==> config.mk <==
export PLATFORM = sky130hd
export DESIGN_NAME = reset_timeout_sequencer
export DESIGN_NICKNAME = d
export VERILOG_FILES = /design/src/pkg/rst_seq_pkg.sv /design/src/pkg/timer_if.sv /design/src/hdl/delay_timer.sv /design/src/hdl/reset_cause_flags.sv /design/src/hdl/reset_timeout_sequencer.sv
export SDC_FILE = /design/constraint.sdc
export NUM_CORES = 1
export LEC_CHECK = 0
export BUFFER_PORTS_ARGS = -buffer_cell sky130_fd_sc_hd__clkbuf_2
export CAP_MARGIN = 30
export CORE_MARGIN = 10
export CORE_UTILIZATION = 50
export CTS_CLUSTER_SIZE = 10
export DETAILED_ROUTE_END_ITERATION = 7
export HOLD_SLACK_MARGIN = 0.03
export PLACE_DENSITY_LB_ADDON = 0.08
export SLEW_MARGIN = 20
export SYNTH_ARGS = -nofsm -noshare
export SYNTH_HDL_FRONTEND = slang
export SYNTH_HIERARCHICAL = 1
export SYNTH_SLANG_ARGS = --single-unit
==> constraint.sdc <==
create_clock -name clock_in -period 2.2 [get_ports clock_in]
set_input_delay 0.44 -clock clock_in [delete_from_list [all_inputs] [get_ports clock_in]]
set_output_delay 0.44 -clock clock_in [all_outputs]
set_load 0.05 [all_outputs]
==> src/pkg/rst_seq_pkg.sv <==
package rst_seq_pkg;

	// Timing of the start-up sequence.
	localparam int OST_CYCLES = 1024;
	localparam int POWERUP_TIMER_PERIODS = 2048;
	localparam int CLOCK_FREQ_MHZ = 20;
	localparam int PLL_LOCK_TIME_US = 2000;
	localparam int PLL_LOCK_CYCLES = PLL_LOCK_TIME_US * CLOCK_FREQ_MHZ;

	// Program counter values.
	localparam int PC_WIDTH = 21;
	localparam logic [20:0] RESET_VECTOR = 21'h00000;
	localparam logic [20:0] HIGH_INT_VECTOR = 21'h00008;
	localparam logic [20:0] LOW_INT_VECTOR = 21'h00018;
	localparam logic [20:0] PC_STEP = 21'h00002;

	// Brown-out configuration that hands control to software.
	localparam logic [1:0] BROWNOUT_SW_CFG = 2'h1;

	typedef enum logic [3:0] {
		LOW_POWER_CRYSTAL_CFG,
		STD_CRYSTAL_CFG,
		HIGH_SPEED_CRYSTAL_CFG,
		HIGH_SPEED_CRYSTAL_PLL_CFG,
		EXT_CLOCK_CFG,
		EXT_CLOCK_IO_CFG,
		EXT_RC_CFG,
		EXT_RC_IO_CFG,
		INTERNAL_OSC_CFG_A,
		INTERNAL_OSC_CFG_B
	} osc_cfg_t;

	typedef enum logic [1:0] {
		PM_FULL,
		PM_RUN,
		PM_IDLE,
		PM_SLEEP
	} pm_mode_t;

	typedef enum logic [2:0] {
		ST_POR,
		ST_POWERUP_TIMER,
		ST_OST,
		ST_PLL,
		ST_HOLD,
		ST_RUN
	} seq_state_t;

	typedef struct packed {
		logic soft_brownout_enable;
		logic reset_instr_flag;
		logic watchdog_timeout_flag;
		logic power_down_flag;
		logic power_on_flag;
		logic brown_out_flag;
		logic stack_full_flag;
		logic stack_underflow_flag;
	} flags_t;

	// Values after a power-on reset.
	localparam flags_t FLAGS_POR = '{
		soft_brownout_enable: 1'b1,
		reset_instr_flag: 1'b1,
		watchdog_timeout_flag: 1'b1,
		power_down_flag: 1'b1,
		power_on_flag: 1'b0,
		brown_out_flag: 1'b0,
		stack_full_flag: 1'b0,
		stack_underflow_flag: 1'b0
	};

endpackage

==> src/pkg/timer_if.sv <==
`timescale 1ns/1ps
`default_nettype none
interface timer_if;
	logic start;
	logic tick;
	logic done;
	modport ctl(output start, output tick, input done);
	modport tmr(input start, input tick, output done);
endinterface
`default_nettype wire

==> src/hdl/delay_timer.sv <==
`timescale 1ns/1ps
`default_nettype none
module delay_timer #(
	parameter int COUNT = 1024
) (
	// Clock and reset.
	input wire logic clock_in,
	input wire logic arst_n_in,
	// Control side.
	timer_if.tmr tmr
);
	localparam int W = $clog2(COUNT + 1);
	localparam logic [W-1:0] LAST = W'(COUNT - 1);

	logic [W-1:0] cnt_q;
	logic [W-1:0] cnt_d;
	logic run_q;
	logic run_d;
	logic done_q;
	logic done_d;
	wire logic last_tick;

	assign last_tick = run_q && tmr.tick && (cnt_q == LAST);
	assign tmr.done = done_q;

	// A start while running reloads, so an aborted sequence never leaks
	// a stale expiry into the next one.
	always_comb begin
		cnt_d = cnt_q;
		run_d = run_q;
		done_d = 1'b0;
		if (tmr.start) begin
			cnt_d = '0;
			run_d = 1'b1;
		end else if (last_tick) begin
			run_d = 1'b0;
			done_d = 1'b1;
		end else if (run_q && tmr.tick) begin
			cnt_d = cnt_q + 1'b1;
		end
	end

	always_ff @(posedge clock_in or negedge arst_n_in) begin
		if (!arst_n_in) begin
			cnt_q <= '0;
			run_q <= 1'b0;
			done_q <= 1'b0;
		end else begin
			cnt_q <= cnt_d;
			run_q <= run_d;
			done_q <= done_d;
		end
	end
endmodule
`default_nettype wire

==> src/hdl/reset_cause_flags.sv <==
`timescale 1ns/1ps
`default_nettype none
module reset_cause_flags (
	// Clock and reset.
	input wire logic clock_in,
	input wire logic arst_n_in,
	// Context.
	input wire rst_seq_pkg::pm_mode_t pm_mode_in,
	input wire logic [1:0] brownout_enable_cfg_in,
	// Qualified events, one-cycle pulses.
	input wire logic reset_instr_ev_in,
	input wire logic brown_out_ev_in,
	input wire logic master_clear_pin_ev_in,
	input wire logic wdt_ev_in,
	input wire logic stack_full_ev_in,
	input wire logic stack_underflow_ev_in,
	input wire logic int_wake_ev_in,
	// Software write.
	input wire logic flag_write_in,
	input wire rst_seq_pkg::flags_t flag_data_in,
	// Flags.
	output rst_seq_pkg::flags_t flags_out
);
	import rst_seq_pkg::*;

	flags_t flags_q;
	flags_t flags_d;
	wire logic low_pm;

	assign low_pm = (pm_mode_in == PM_IDLE) || (pm_mode_in == PM_SLEEP);
	assign flags_out = flags_q;

	// Hardware events are applied after the software write so that an
	// event landing in the same cycle as a clear is never lost.
	always_comb begin
		flags_d = flags_q;
		if (flag_write_in) begin
			flags_d = flag_data_in;
		end
		if (reset_instr_ev_in) begin
			flags_d.reset_instr_flag = 1'b0;
		end
		if (brown_out_ev_in) begin
			flags_d.reset_instr_flag = 1'b1;
			flags_d.watchdog_timeout_flag = 1'b1;
			flags_d.power_down_flag = 1'b1;
			flags_d.brown_out_flag = 1'b0;
		end
		if (master_clear_pin_ev_in) begin
			case (pm_mode_in)
				PM_RUN: begin
					flags_d.watchdog_timeout_flag = 1'b1;
				end
				PM_IDLE, PM_SLEEP: begin
					flags_d.watchdog_timeout_flag = 1'b1;
					flags_d.power_down_flag = 1'b0;
				end
				default: begin
					flags_d = flags_d;
				end
			endcase
		end
		if (wdt_ev_in) begin
			flags_d.watchdog_timeout_flag = 1'b0;
			if (low_pm) begin
				flags_d.power_down_flag = 1'b0;
			end
		end
		if (stack_full_ev_in) begin
			flags_d.stack_full_flag = 1'b1;
		end
		if (stack_underflow_ev_in) begin
			flags_d.stack_underflow_flag = 1'b1;
		end
		if (int_wake_ev_in) begin
			flags_d.power_down_flag = 1'b0;
		end
		if (brownout_enable_cfg_in != BROWNOUT_SW_CFG) begin
			flags_d.soft_brownout_enable = 1'b0;
		end
	end

	always_ff @(posedge clock_in or negedge arst_n_in) begin
		if (!arst_n_in) begin
			flags_q <= FLAGS_POR;
		end else begin
			flags_q <= flags_d;
		end
	end
endmodule
`default_nettype wire

==> src/hdl/reset_timeout_sequencer.sv <==
`timescale 1ns/1ps
`default_nettype none
// Contract
// - Oscillator start-up holds reset 1024 oscillator cycles, after the power-up timer.
// - Start-up count only in the four crystal configurations.
// - Start-up count also on exit from power managed modes, without power-up timer.
// - With PLL configuration, a fixed 2 ms lock delay follows the start-up count.
// - Wait for power-on pulse to clear, then power-up timer, then start-up count.
// - Power-up timer adds its delay when its disable setting is 0.
// - Non-crystal configuration with power-up timer disabled releases without delay.
// - Time-outs run regardless of master clear; releasing it later starts at once.
// - Undefined registers keep contents; defined ones take a reset-type value.
// - Watchdog wake-up resumes operation and leaves registers unchanged.
// - Power-on sets PC 0, RI TO PD to 1, others to 0.
// - Reset instruction clears RI; brown-out sets RI TO PD and clears BOR flag.
// - Master clear in run modes sets TO, restarts at address 0.
// - Master clear in idle or sleep sets TO and clears PD.
// - Master clear in full power restarts at 0, all flags unchanged.
// - Watchdog time-out in full or run mode resets to 0, clears TO.
// - Watchdog in idle or sleep wakes at PC plus 2, clears TO and PD.
// - Interrupt wake continues at PC plus 2 or vector, clears PD.
// - With stack reset enabled, full or underflow resets and sets its flag.
// - With stack reset disabled, underflow only sets its flag.
// - Software brown-out enable is 1 after power-on, masked unless config is 01.
// - Power-up timer counts 2048 internal RC periods, holding reset.
module reset_timeout_sequencer #(
	parameter int PLL_LOCK_CYCLES = rst_seq_pkg::PLL_LOCK_CYCLES
) (
	// Clock and reset.
	input wire logic clock_in,
	input wire logic arst_n_in,
	// Supply monitors.
	input wire logic por_pulse_in,
	input wire logic brown_out_in,
	// Pins.
	input wire logic master_clear_pin_n_in,
	input wire logic osc_input_pin_in,
	input wire logic internal_rc_clock_in,
	// Configuration.
	input wire rst_seq_pkg::osc_cfg_t osc_cfg_in,
	input wire logic powerup_timer_disable_cfg_in,
	input wire logic stack_reset_enable_cfg_in,
	input wire logic [1:0] brownout_enable_cfg_in,
	// Core events.
	input wire rst_seq_pkg::pm_mode_t pm_mode_in,
	input wire logic reset_instr_in,
	input wire logic watchdog_timeout_in,
	input wire logic stack_full_in,
	input wire logic stack_underflow_in,
	input wire logic interrupt_wake_in,
	input wire logic global_int_enable_high_in,
	input wire logic global_int_enable_low_in,
	input wire logic int_high_priority_in,
	input wire logic [rst_seq_pkg::PC_WIDTH-1:0] pc_in,
	// Software access to the status flags.
	input wire logic flag_write_in,
	input wire rst_seq_pkg::flags_t flag_data_in,
	// Outputs.
	output logic core_reset_out,
	output logic clock_wait_out,
	output logic pc_load_out,
	output logic [rst_seq_pkg::PC_WIDTH-1:0] pc_value_out,
	output rst_seq_pkg::flags_t status_flags_out
);
	import rst_seq_pkg::*;

	timer_if powerup_timer_if();
	timer_if ost_if();
	timer_if pll_if();

	seq_state_t state_q;
	seq_state_t state_d;
	logic wake_q;
	logic wake_d;
	logic rc_q;
	logic osc_q;
	logic master_clear_pin_prev_q;
	logic bo_prev_q;
	logic pc_load_q;
	logic pc_load_d;
	logic [PC_WIDTH-1:0] pc_q;
	logic [PC_WIDTH-1:0] pc_d;
	logic powerup_timer_start;
	logic ost_start;
	logic pll_start;

	wire logic crystal;
	wire logic pll_mode;
	wire logic low_pm;
	wire logic in_run;
	wire logic master_clear_pin_ev;
	wire logic bo_ev;
	wire logic wdt_reset;
	wire logic wdt_wake;
	wire logic int_wake;
	wire logic instr_reset;
	wire logic stk_full_ev;
	wire logic stk_unf_ev;
	wire logic stk_reset;
	wire logic soft_reset;
	wire logic wake_ev;
	wire logic [PC_WIDTH-1:0] pc_next_instr;
	wire logic [PC_WIDTH-1:0] int_target;

	assign crystal = (osc_cfg_in == LOW_POWER_CRYSTAL_CFG)
		|| (osc_cfg_in == STD_CRYSTAL_CFG)
		|| (osc_cfg_in == HIGH_SPEED_CRYSTAL_CFG)
		|| (osc_cfg_in == HIGH_SPEED_CRYSTAL_PLL_CFG);
	assign pll_mode = (osc_cfg_in == HIGH_SPEED_CRYSTAL_PLL_CFG);
	assign low_pm = (pm_mode_in == PM_IDLE) || (pm_mode_in == PM_SLEEP);
	assign in_run = (state_q == ST_RUN);

	// Inputs are synchronous, so edges are found against one stage.
	assign powerup_timer_if.tick = internal_rc_clock_in && !rc_q;
	assign ost_if.tick = osc_input_pin_in && !osc_q;
	assign pll_if.tick = 1'b1;
	assign powerup_timer_if.start = powerup_timer_start;
	assign ost_if.start = ost_start;
	assign pll_if.start = pll_start;

	assign master_clear_pin_ev = in_run && master_clear_pin_prev_q && !master_clear_pin_n_in;
	assign bo_ev = brown_out_in && !bo_prev_q;
	assign wdt_reset = in_run && watchdog_timeout_in && !low_pm;
	assign wdt_wake = in_run && watchdog_timeout_in && low_pm;
	assign int_wake = in_run && interrupt_wake_in && low_pm;
	assign instr_reset = in_run && reset_instr_in;
	// Stack full is flagged in any setting; only the reset is gated.
	assign stk_full_ev = in_run && stack_full_in;
	assign stk_unf_ev = in_run && stack_underflow_in;
	assign stk_reset = stack_reset_enable_cfg_in
		&& (stk_full_ev || stk_unf_ev);
	assign soft_reset = master_clear_pin_ev || wdt_reset || instr_reset || stk_reset;
	assign wake_ev = wdt_wake || int_wake;
	assign pc_next_instr = pc_in + PC_STEP;
	assign int_target = int_high_priority_in ? HIGH_INT_VECTOR
		: LOW_INT_VECTOR;

	// Reset stays on through the whole timed sequence and while the pin
	// is low; a crystal-configuration wake-up stalls the clock instead of resetting the core.
	assign core_reset_out = (!in_run && !wake_q) || !master_clear_pin_n_in;
	assign clock_wait_out = wake_q;
	assign pc_load_out = pc_load_q;
	assign pc_value_out = pc_q;

	delay_timer #(
		.COUNT(POWERUP_TIMER_PERIODS)
	) u_powerup_timer (
		.clock_in(clock_in),
		.arst_n_in(arst_n_in),
		.tmr(powerup_timer_if.tmr)
	);

	delay_timer #(
		.COUNT(OST_CYCLES)
	) u_osc_startup_counter (
		.clock_in(clock_in),
		.arst_n_in(arst_n_in),
		.tmr(ost_if.tmr)
	);

	delay_timer #(
		.COUNT(PLL_LOCK_CYCLES)
	) u_pll_lock_delay (
		.clock_in(clock_in),
		.arst_n_in(arst_n_in),
		.tmr(pll_if.tmr)
	);

	reset_cause_flags u_flags (
		.clock_in(clock_in),
		.arst_n_in(arst_n_in),
		.pm_mode_in(pm_mode_in),
		.brownout_enable_cfg_in(brownout_enable_cfg_in),
		.reset_instr_ev_in(instr_reset),
		.brown_out_ev_in(bo_ev),
		.master_clear_pin_ev_in(master_clear_pin_ev),
		.wdt_ev_in(wdt_reset || wdt_wake),
		.stack_full_ev_in(stk_full_ev),
		.stack_underflow_ev_in(stk_unf_ev),
		.int_wake_ev_in(int_wake),
		.flag_write_in(flag_write_in),
		.flag_data_in(flag_data_in),
		.flags_out(status_flags_out)
	);

	// Sequencer. The timers count from the power-on and brown-out inputs alone, so the
	// pin only gates the final release in ST_HOLD.
	always_comb begin
		state_d = state_q;
		wake_d = wake_q;
		powerup_timer_start = 1'b0;
		ost_start = 1'b0;
		pll_start = 1'b0;
		case (state_q)
			ST_POR: begin
				if (!por_pulse_in && !brown_out_in) begin
					if (!powerup_timer_disable_cfg_in) begin
						powerup_timer_start = 1'b1;
						state_d = ST_POWERUP_TIMER;
					end else if (crystal) begin
						ost_start = 1'b1;
						state_d = ST_OST;
					end else begin
						state_d = ST_HOLD;
					end
				end
			end
			ST_POWERUP_TIMER: begin
				if (powerup_timer_if.done) begin
					if (crystal) begin
						ost_start = 1'b1;
						state_d = ST_OST;
					end else begin
						state_d = ST_HOLD;
					end
				end
			end
			ST_OST: begin
				if (ost_if.done) begin
					if (pll_mode) begin
						pll_start = 1'b1;
						state_d = ST_PLL;
					end else if (wake_q) begin
						wake_d = 1'b0;
						state_d = ST_RUN;
					end else begin
						state_d = ST_HOLD;
					end
				end
			end
			ST_PLL: begin
				if (pll_if.done) begin
					wake_d = 1'b0;
					state_d = wake_q ? ST_RUN : ST_HOLD;
				end
			end
			ST_HOLD: begin
				if (master_clear_pin_n_in) begin
					state_d = ST_RUN;
				end
			end
			ST_RUN: begin
				if (soft_reset) begin
					state_d = ST_HOLD;
				end else if (wake_ev && crystal) begin
					wake_d = 1'b1;
					ost_start = 1'b1;
					state_d = ST_OST;
				end
			end
			default: begin
				state_d = ST_POR;
			end
		endcase
		// A supply event restarts the whole power-up sequence.
		if (por_pulse_in || brown_out_in) begin
			state_d = ST_POR;
			wake_d = 1'b0;
		end
	end

	// Program counter outcome. Registers other than these are left to
	// their owners, so a wake-up disturbs nothing else here.
	always_comb begin
		pc_load_d = 1'b0;
		pc_d = pc_q;
		if (soft_reset || bo_ev) begin
			pc_load_d = 1'b1;
			pc_d = RESET_VECTOR;
		end else if (wdt_wake) begin
			pc_load_d = 1'b1;
			pc_d = pc_next_instr;
		end else if (int_wake) begin
			pc_load_d = 1'b1;
			if (global_int_enable_high_in || global_int_enable_low_in) begin
				pc_d = int_target;
			end else begin
				pc_d = pc_next_instr;
			end
		end
	end

	always_ff @(posedge clock_in or negedge arst_n_in) begin
		if (!arst_n_in) begin
			state_q <= ST_POR;
			wake_q <= 1'b0;
			rc_q <= 1'b0;
			osc_q <= 1'b0;
			master_clear_pin_prev_q <= 1'b1;
			bo_prev_q <= 1'b0;
			pc_load_q <= 1'b0;
			pc_q <= RESET_VECTOR;
		end else begin
			state_q <= state_d;
			wake_q <= wake_d;
			rc_q <= internal_rc_clock_in;
			osc_q <= osc_input_pin_in;
			master_clear_pin_prev_q <= master_clear_pin_n_in;
			bo_prev_q <= brown_out_in;
			pc_load_q <= pc_load_d;
			pc_q <= pc_d;
		end
	end
endmodule
`default_nettype wire

==> flow_metrics.py <==
metrics = {
    "setup_path": {
        "critPathSlowestCell": "sky130_fd_sc_hd__dfrtp_2",
        "cp_data_arrival_time_ns": 1.66,
        "crit_buf_inv": 1,
        "crit_path_cell_trace": "and3b_1 -> o21ai_1 -> clkbuf_2",
        "cell_family_with_most_cp_delay": "flip-flops",
        "crit_fanout": 11,
        "cp_num_cells": 3,
        "crit_type": "register to output port",
        "cp-end-kind": "output port",
        "cp-start-kind": "register",
        "largest_stage_delay_worst_path_ns": 0.47,
        "worstRegToRegCells": 5,
        "crit_required_ns": 1.76,
    },
    "finish": {
        "nNetsFinal": 657,
        "area.growth.synth_to_final_pct": 18.4,
        "n_fill_cell": 807,
        "layout.cells.non_filler": 732,
        "layout_commonest_cell": "sky130_fd_sc_hd__clkbuf_2",
        "commonest_non_fill_non_tap_cells_in_the_layout": "sky130_fd_sc_hd__clkbuf_2, sky130_fd_sc_hd__dfrtp_1, sky130_fd_sc_hd__nor2_1",
        "antenna_cells": 0,
        "post_route_cells_drive_above_1_share_pct": 28.2,
    },
    "sta": {
        "setup_viol_count_final": 0,
        "final_period_minus_worst_setup_slack_ns": 2.10,
        "fraction_of_the_cycle_the_final_worst_path_needs_pct": 95.6,
        "unrepaired_setup_endpoints_after_global_routing": "no",
        "report.final.hold_viol_count": 0,
        "achievable-frequency_mhz": 475,
        "fin_tns_setup_ns": 0,
        "final_max_slew_viol_count": 0,
        "worst_clock_skew_ns": 0.00955,
    },
    "flow_run": {
        "drv_cap": 0,
    },
    "synthesis": {
        "yosys_warnings": 6,
        "area_leader_netlist": "sky130_fd_sc_hd__dfrtp_1",
        "synth_fp_nets": 559,
        "synth_edf_count": 0,
        "synth_async_sr_flop_share_pct": 100,
        "share_of_the_yosys_chip_area_belonging_to_registers_pct": 44.0,
        "syn_inst": 500,
        "synth_area_um2": 4740,
        "syn_avg_cell_area_um2": 9.47,
        "synth-seq-cells": 83,
        "synth_top_area_share_pct": 41.2,
        "synth_flop_type": "sky130_fd_sc_hd__dfrtp_1",
        "yosys-top-cells-area": "sky130_fd_sc_hd__dfrtp_1, sky130_fd_sc_hd__nor2_1, sky130_fd_sc_hd__a21oi_1",
        "netlist-cell-type-count": 77,
    },
    "floorplanning": {
        "die_width_um": 117,
        "io_pins": 87,
        "floorplan.rows": 35,
        "core_um2": 9240,
        "floorplan.initialDensity_pct": 51.3,
        "dieArea_um2": 13800,
        "dieHeight_um": 117,
    },
    "pwr": {
        "power.density_nw_per_um2": 611,
        "seqPwrFrac_pct": 50.1,
        "p_clk_share_pct": 35.2,
        "switching_share_pct": 28.2,
        "power_switching_w": 0.000966,
        "post-layout-total-power_w": 0.00343,
        "share_comb_of_total_power_pct": 14.7,
        "leakage_nw": 2.53,
        "internal_power_w": 0.00246,
        "peakVddDrop_mv": 0.294,
    },
    "clocking": {
        "clock-root-buffer": "sky130_fd_sc_hd__clkbuf_8",
        "cts.htree.levels": 3,
        "cts.repair_timing.setup_buffer_count": 0,
        "cts_num_sinks": 83,
        "clk_latency_ns": 0.35,
        "cts_inserted_buffers": 9,
        "clk_transition_reported_paths_ns": 0.09,
        "cts_tree": "done",
        "clock_path_buffers": 2,
    },
    "placement": {
        "gp_congestion": 0.823,
        "place.detailed.hpwl_mm": 8.85,
        "numPlacedInstances": 715,
        "port-buffer-count": 86,
    },
    "route": {
        "avgViaCountPerCell": 5.63,
        "detailedRoute.firstPassIterationCount": 4,
        "avgRoutedWirePerCell_um": 15.8,
        "routed-via-count": 4124,
        "antenna_violating_nets_post_route": 0,
        "drt_wirelength_mm": 11.6,
        "remaining_drc_errors": 0,
        "dr.first_iter.drc_count": 233,
    },
    "grt": {
        "grt_pass1_wl_mm": 19.9,
        "grt.total_usage_pct": 16.8,
        "grt_overflow": 0,
        "first_global_vias": 4043,
        "largest_net_degree_at_the_start_of_global_routing": 38,
        "grt_antenna_before_repair": 0,
    },
    "run_status": {
        "outcome": "complete, no violations",
    },
    "min_path": {
        "timing.hold.worst.class": "input port to register",
        "worst_hold_path.num_cells": 1,
    },
}
registers in the layout, indices dropped and copies added (netlist names):
name and cells:
bo_prev_q 1, clock_wait_out 1, master_clear_pin_prev_q 1, osc_q 1
pc_load_out 1, pc_value_out 21, rc_q 1, state_q 3
u_flags/flags_out 8, u_osc_startup_counter/cnt_q 11, u_osc_startup_counter/run_q 1, u_osc_startup_counter/tmr.done 1
u_pll_lock_delay/cnt_q 16, u_pll_lock_delay/run_q 1, u_pll_lock_delay/tmr.done 1, u_powerup_timer/cnt_q 12
u_powerup_timer/run_q 1, u_powerup_timer/tmr.done 1
final timing paths:
path                                   startpoint  slack (ns)                             end
hold reg to reg            u_pll_lock_delay/run_q        0.49          u_pll_lock_delay/run_q
min in group asynchronous               arst_n_in        0.57                       bo_prev_q
setup reg to reg                       state_q[1]        0.18  u_osc_startup_counter/cnt_q[7]
max in group asynchronous               arst_n_in        1.01            u_flags/flags_out[6]
setup / recovery                       state_q[1]         0.1                  core_reset_out
hold / removal               internal_rc_clock_in        0.20                            rc_q
worst register-to-register path: stages, from the launching register on:
cell,delay [ns]
sky130_fd_sc_hd__dfrtp_2,0.49
sky130_fd_sc_hd__nand3b_1,0.29
sky130_fd_sc_hd__nor3_1,0.40
sky130_fd_sc_hd__a31o_2,0.38
sky130_fd_sc_hd__nor2_1,0.10
sky130_fd_sc_hd__mux2_2,0.27
power by group through the flow:
stage	sequential [W]	combinational (W)	clock, W
4_1_cts	0.00171	0.000508	0.00125
6_report	0.00172	0.000503	0.00121
2_1_floorplan	0.00179	0.000251	0
3_5_place_dp	0.00174	0.000506	0
5_1_grt	0.00173	0.000565	0.00132
3_3_place_gp	0.00174	0.000491	0
what timing repair did:
item	CTS	global route
endpoints found under the hold margin	24	0
setup endpoints to repair	0	2
gates resized for setup	0	1
hold buffers	1	0
per-stage QoR:
step | setup WS, ns | cell area (um^2) | hold slack [ns] | util (%)
after floorplan | 0.251 | 4740 | 0.144 | -
after global placement | 0.118 | 5380 | 0.406 | 58.2
after detailed placement | 0.0189 | 5380 | 0.417 | 58.2
after CTS | 0.0162 | 5610 | 0.178 | 60.7
after global routing | 0.0180 | 5610 | 0.177 | 60.7
final | 0.0967 | 5610 | 0.196 | 60.7
per-layer routing:
metal / share of wire, % / vias up / global-route usage [%] / wire, um
met3: 5.7 / 18 / 4.46 / 663
met5: 0 / - / 0 / 0
met4: 1.9 / 0 / 5.79 / 223
met1: 48 / 1946 / 22.9 / 5510
li1: - / 2058 / - / -
met2: 45 / 102 / 25.0 / 5180
area by class of cell:
type / count / area (um^2) / area share (%)
multi-input combinational: 383 / 2490 / 44.3
inverter: 14 / 52.6 / 0.937
timing repair buffer: 107 / 606 / 10.8
sequential: 83 / 2080 / 37.2
clock inverter: 6 / 90.1 / 1.61
clock buffer: 10 / 128 / 2.28
tap: 129 / 161 / 2.88
cells in the mapped netlist, drive strengths merged, types with 5 or more instances:
library cell / number
dfrtp: 78
nor2: 47
nand2: 36
a21oi: 33
o21ai: 23
nor3: 21
nand3: 17
nor2b: 16
clkbuf: 14
inv: 14
nand4: 14
o31ai: 13
a22oi: 12
nor4: 12
or3: 9
or4: 9
xor2: 9
a31oi: 8
and3: 8
mux2: 8
mux2i: 8
xnor2: 7
buf: 6
nand2b: 6
o22ai: 6
and2: 5
dfstp: 5
nand3b: 5
logic make-up after synthesis:
logic type      after synthesis  synth area share, %
simple gates                223                 27.5
compound gates              123                 17.3
flops                        83                 44.0
buf+inv                      34                 3.54
xor+xnor                     16                 2.96
mux                          16                 3.59
fa+ha+maj                     4                 1.06
other cells                   1               0.0792
No activity file was read; power rests on OpenSTA's default activity.
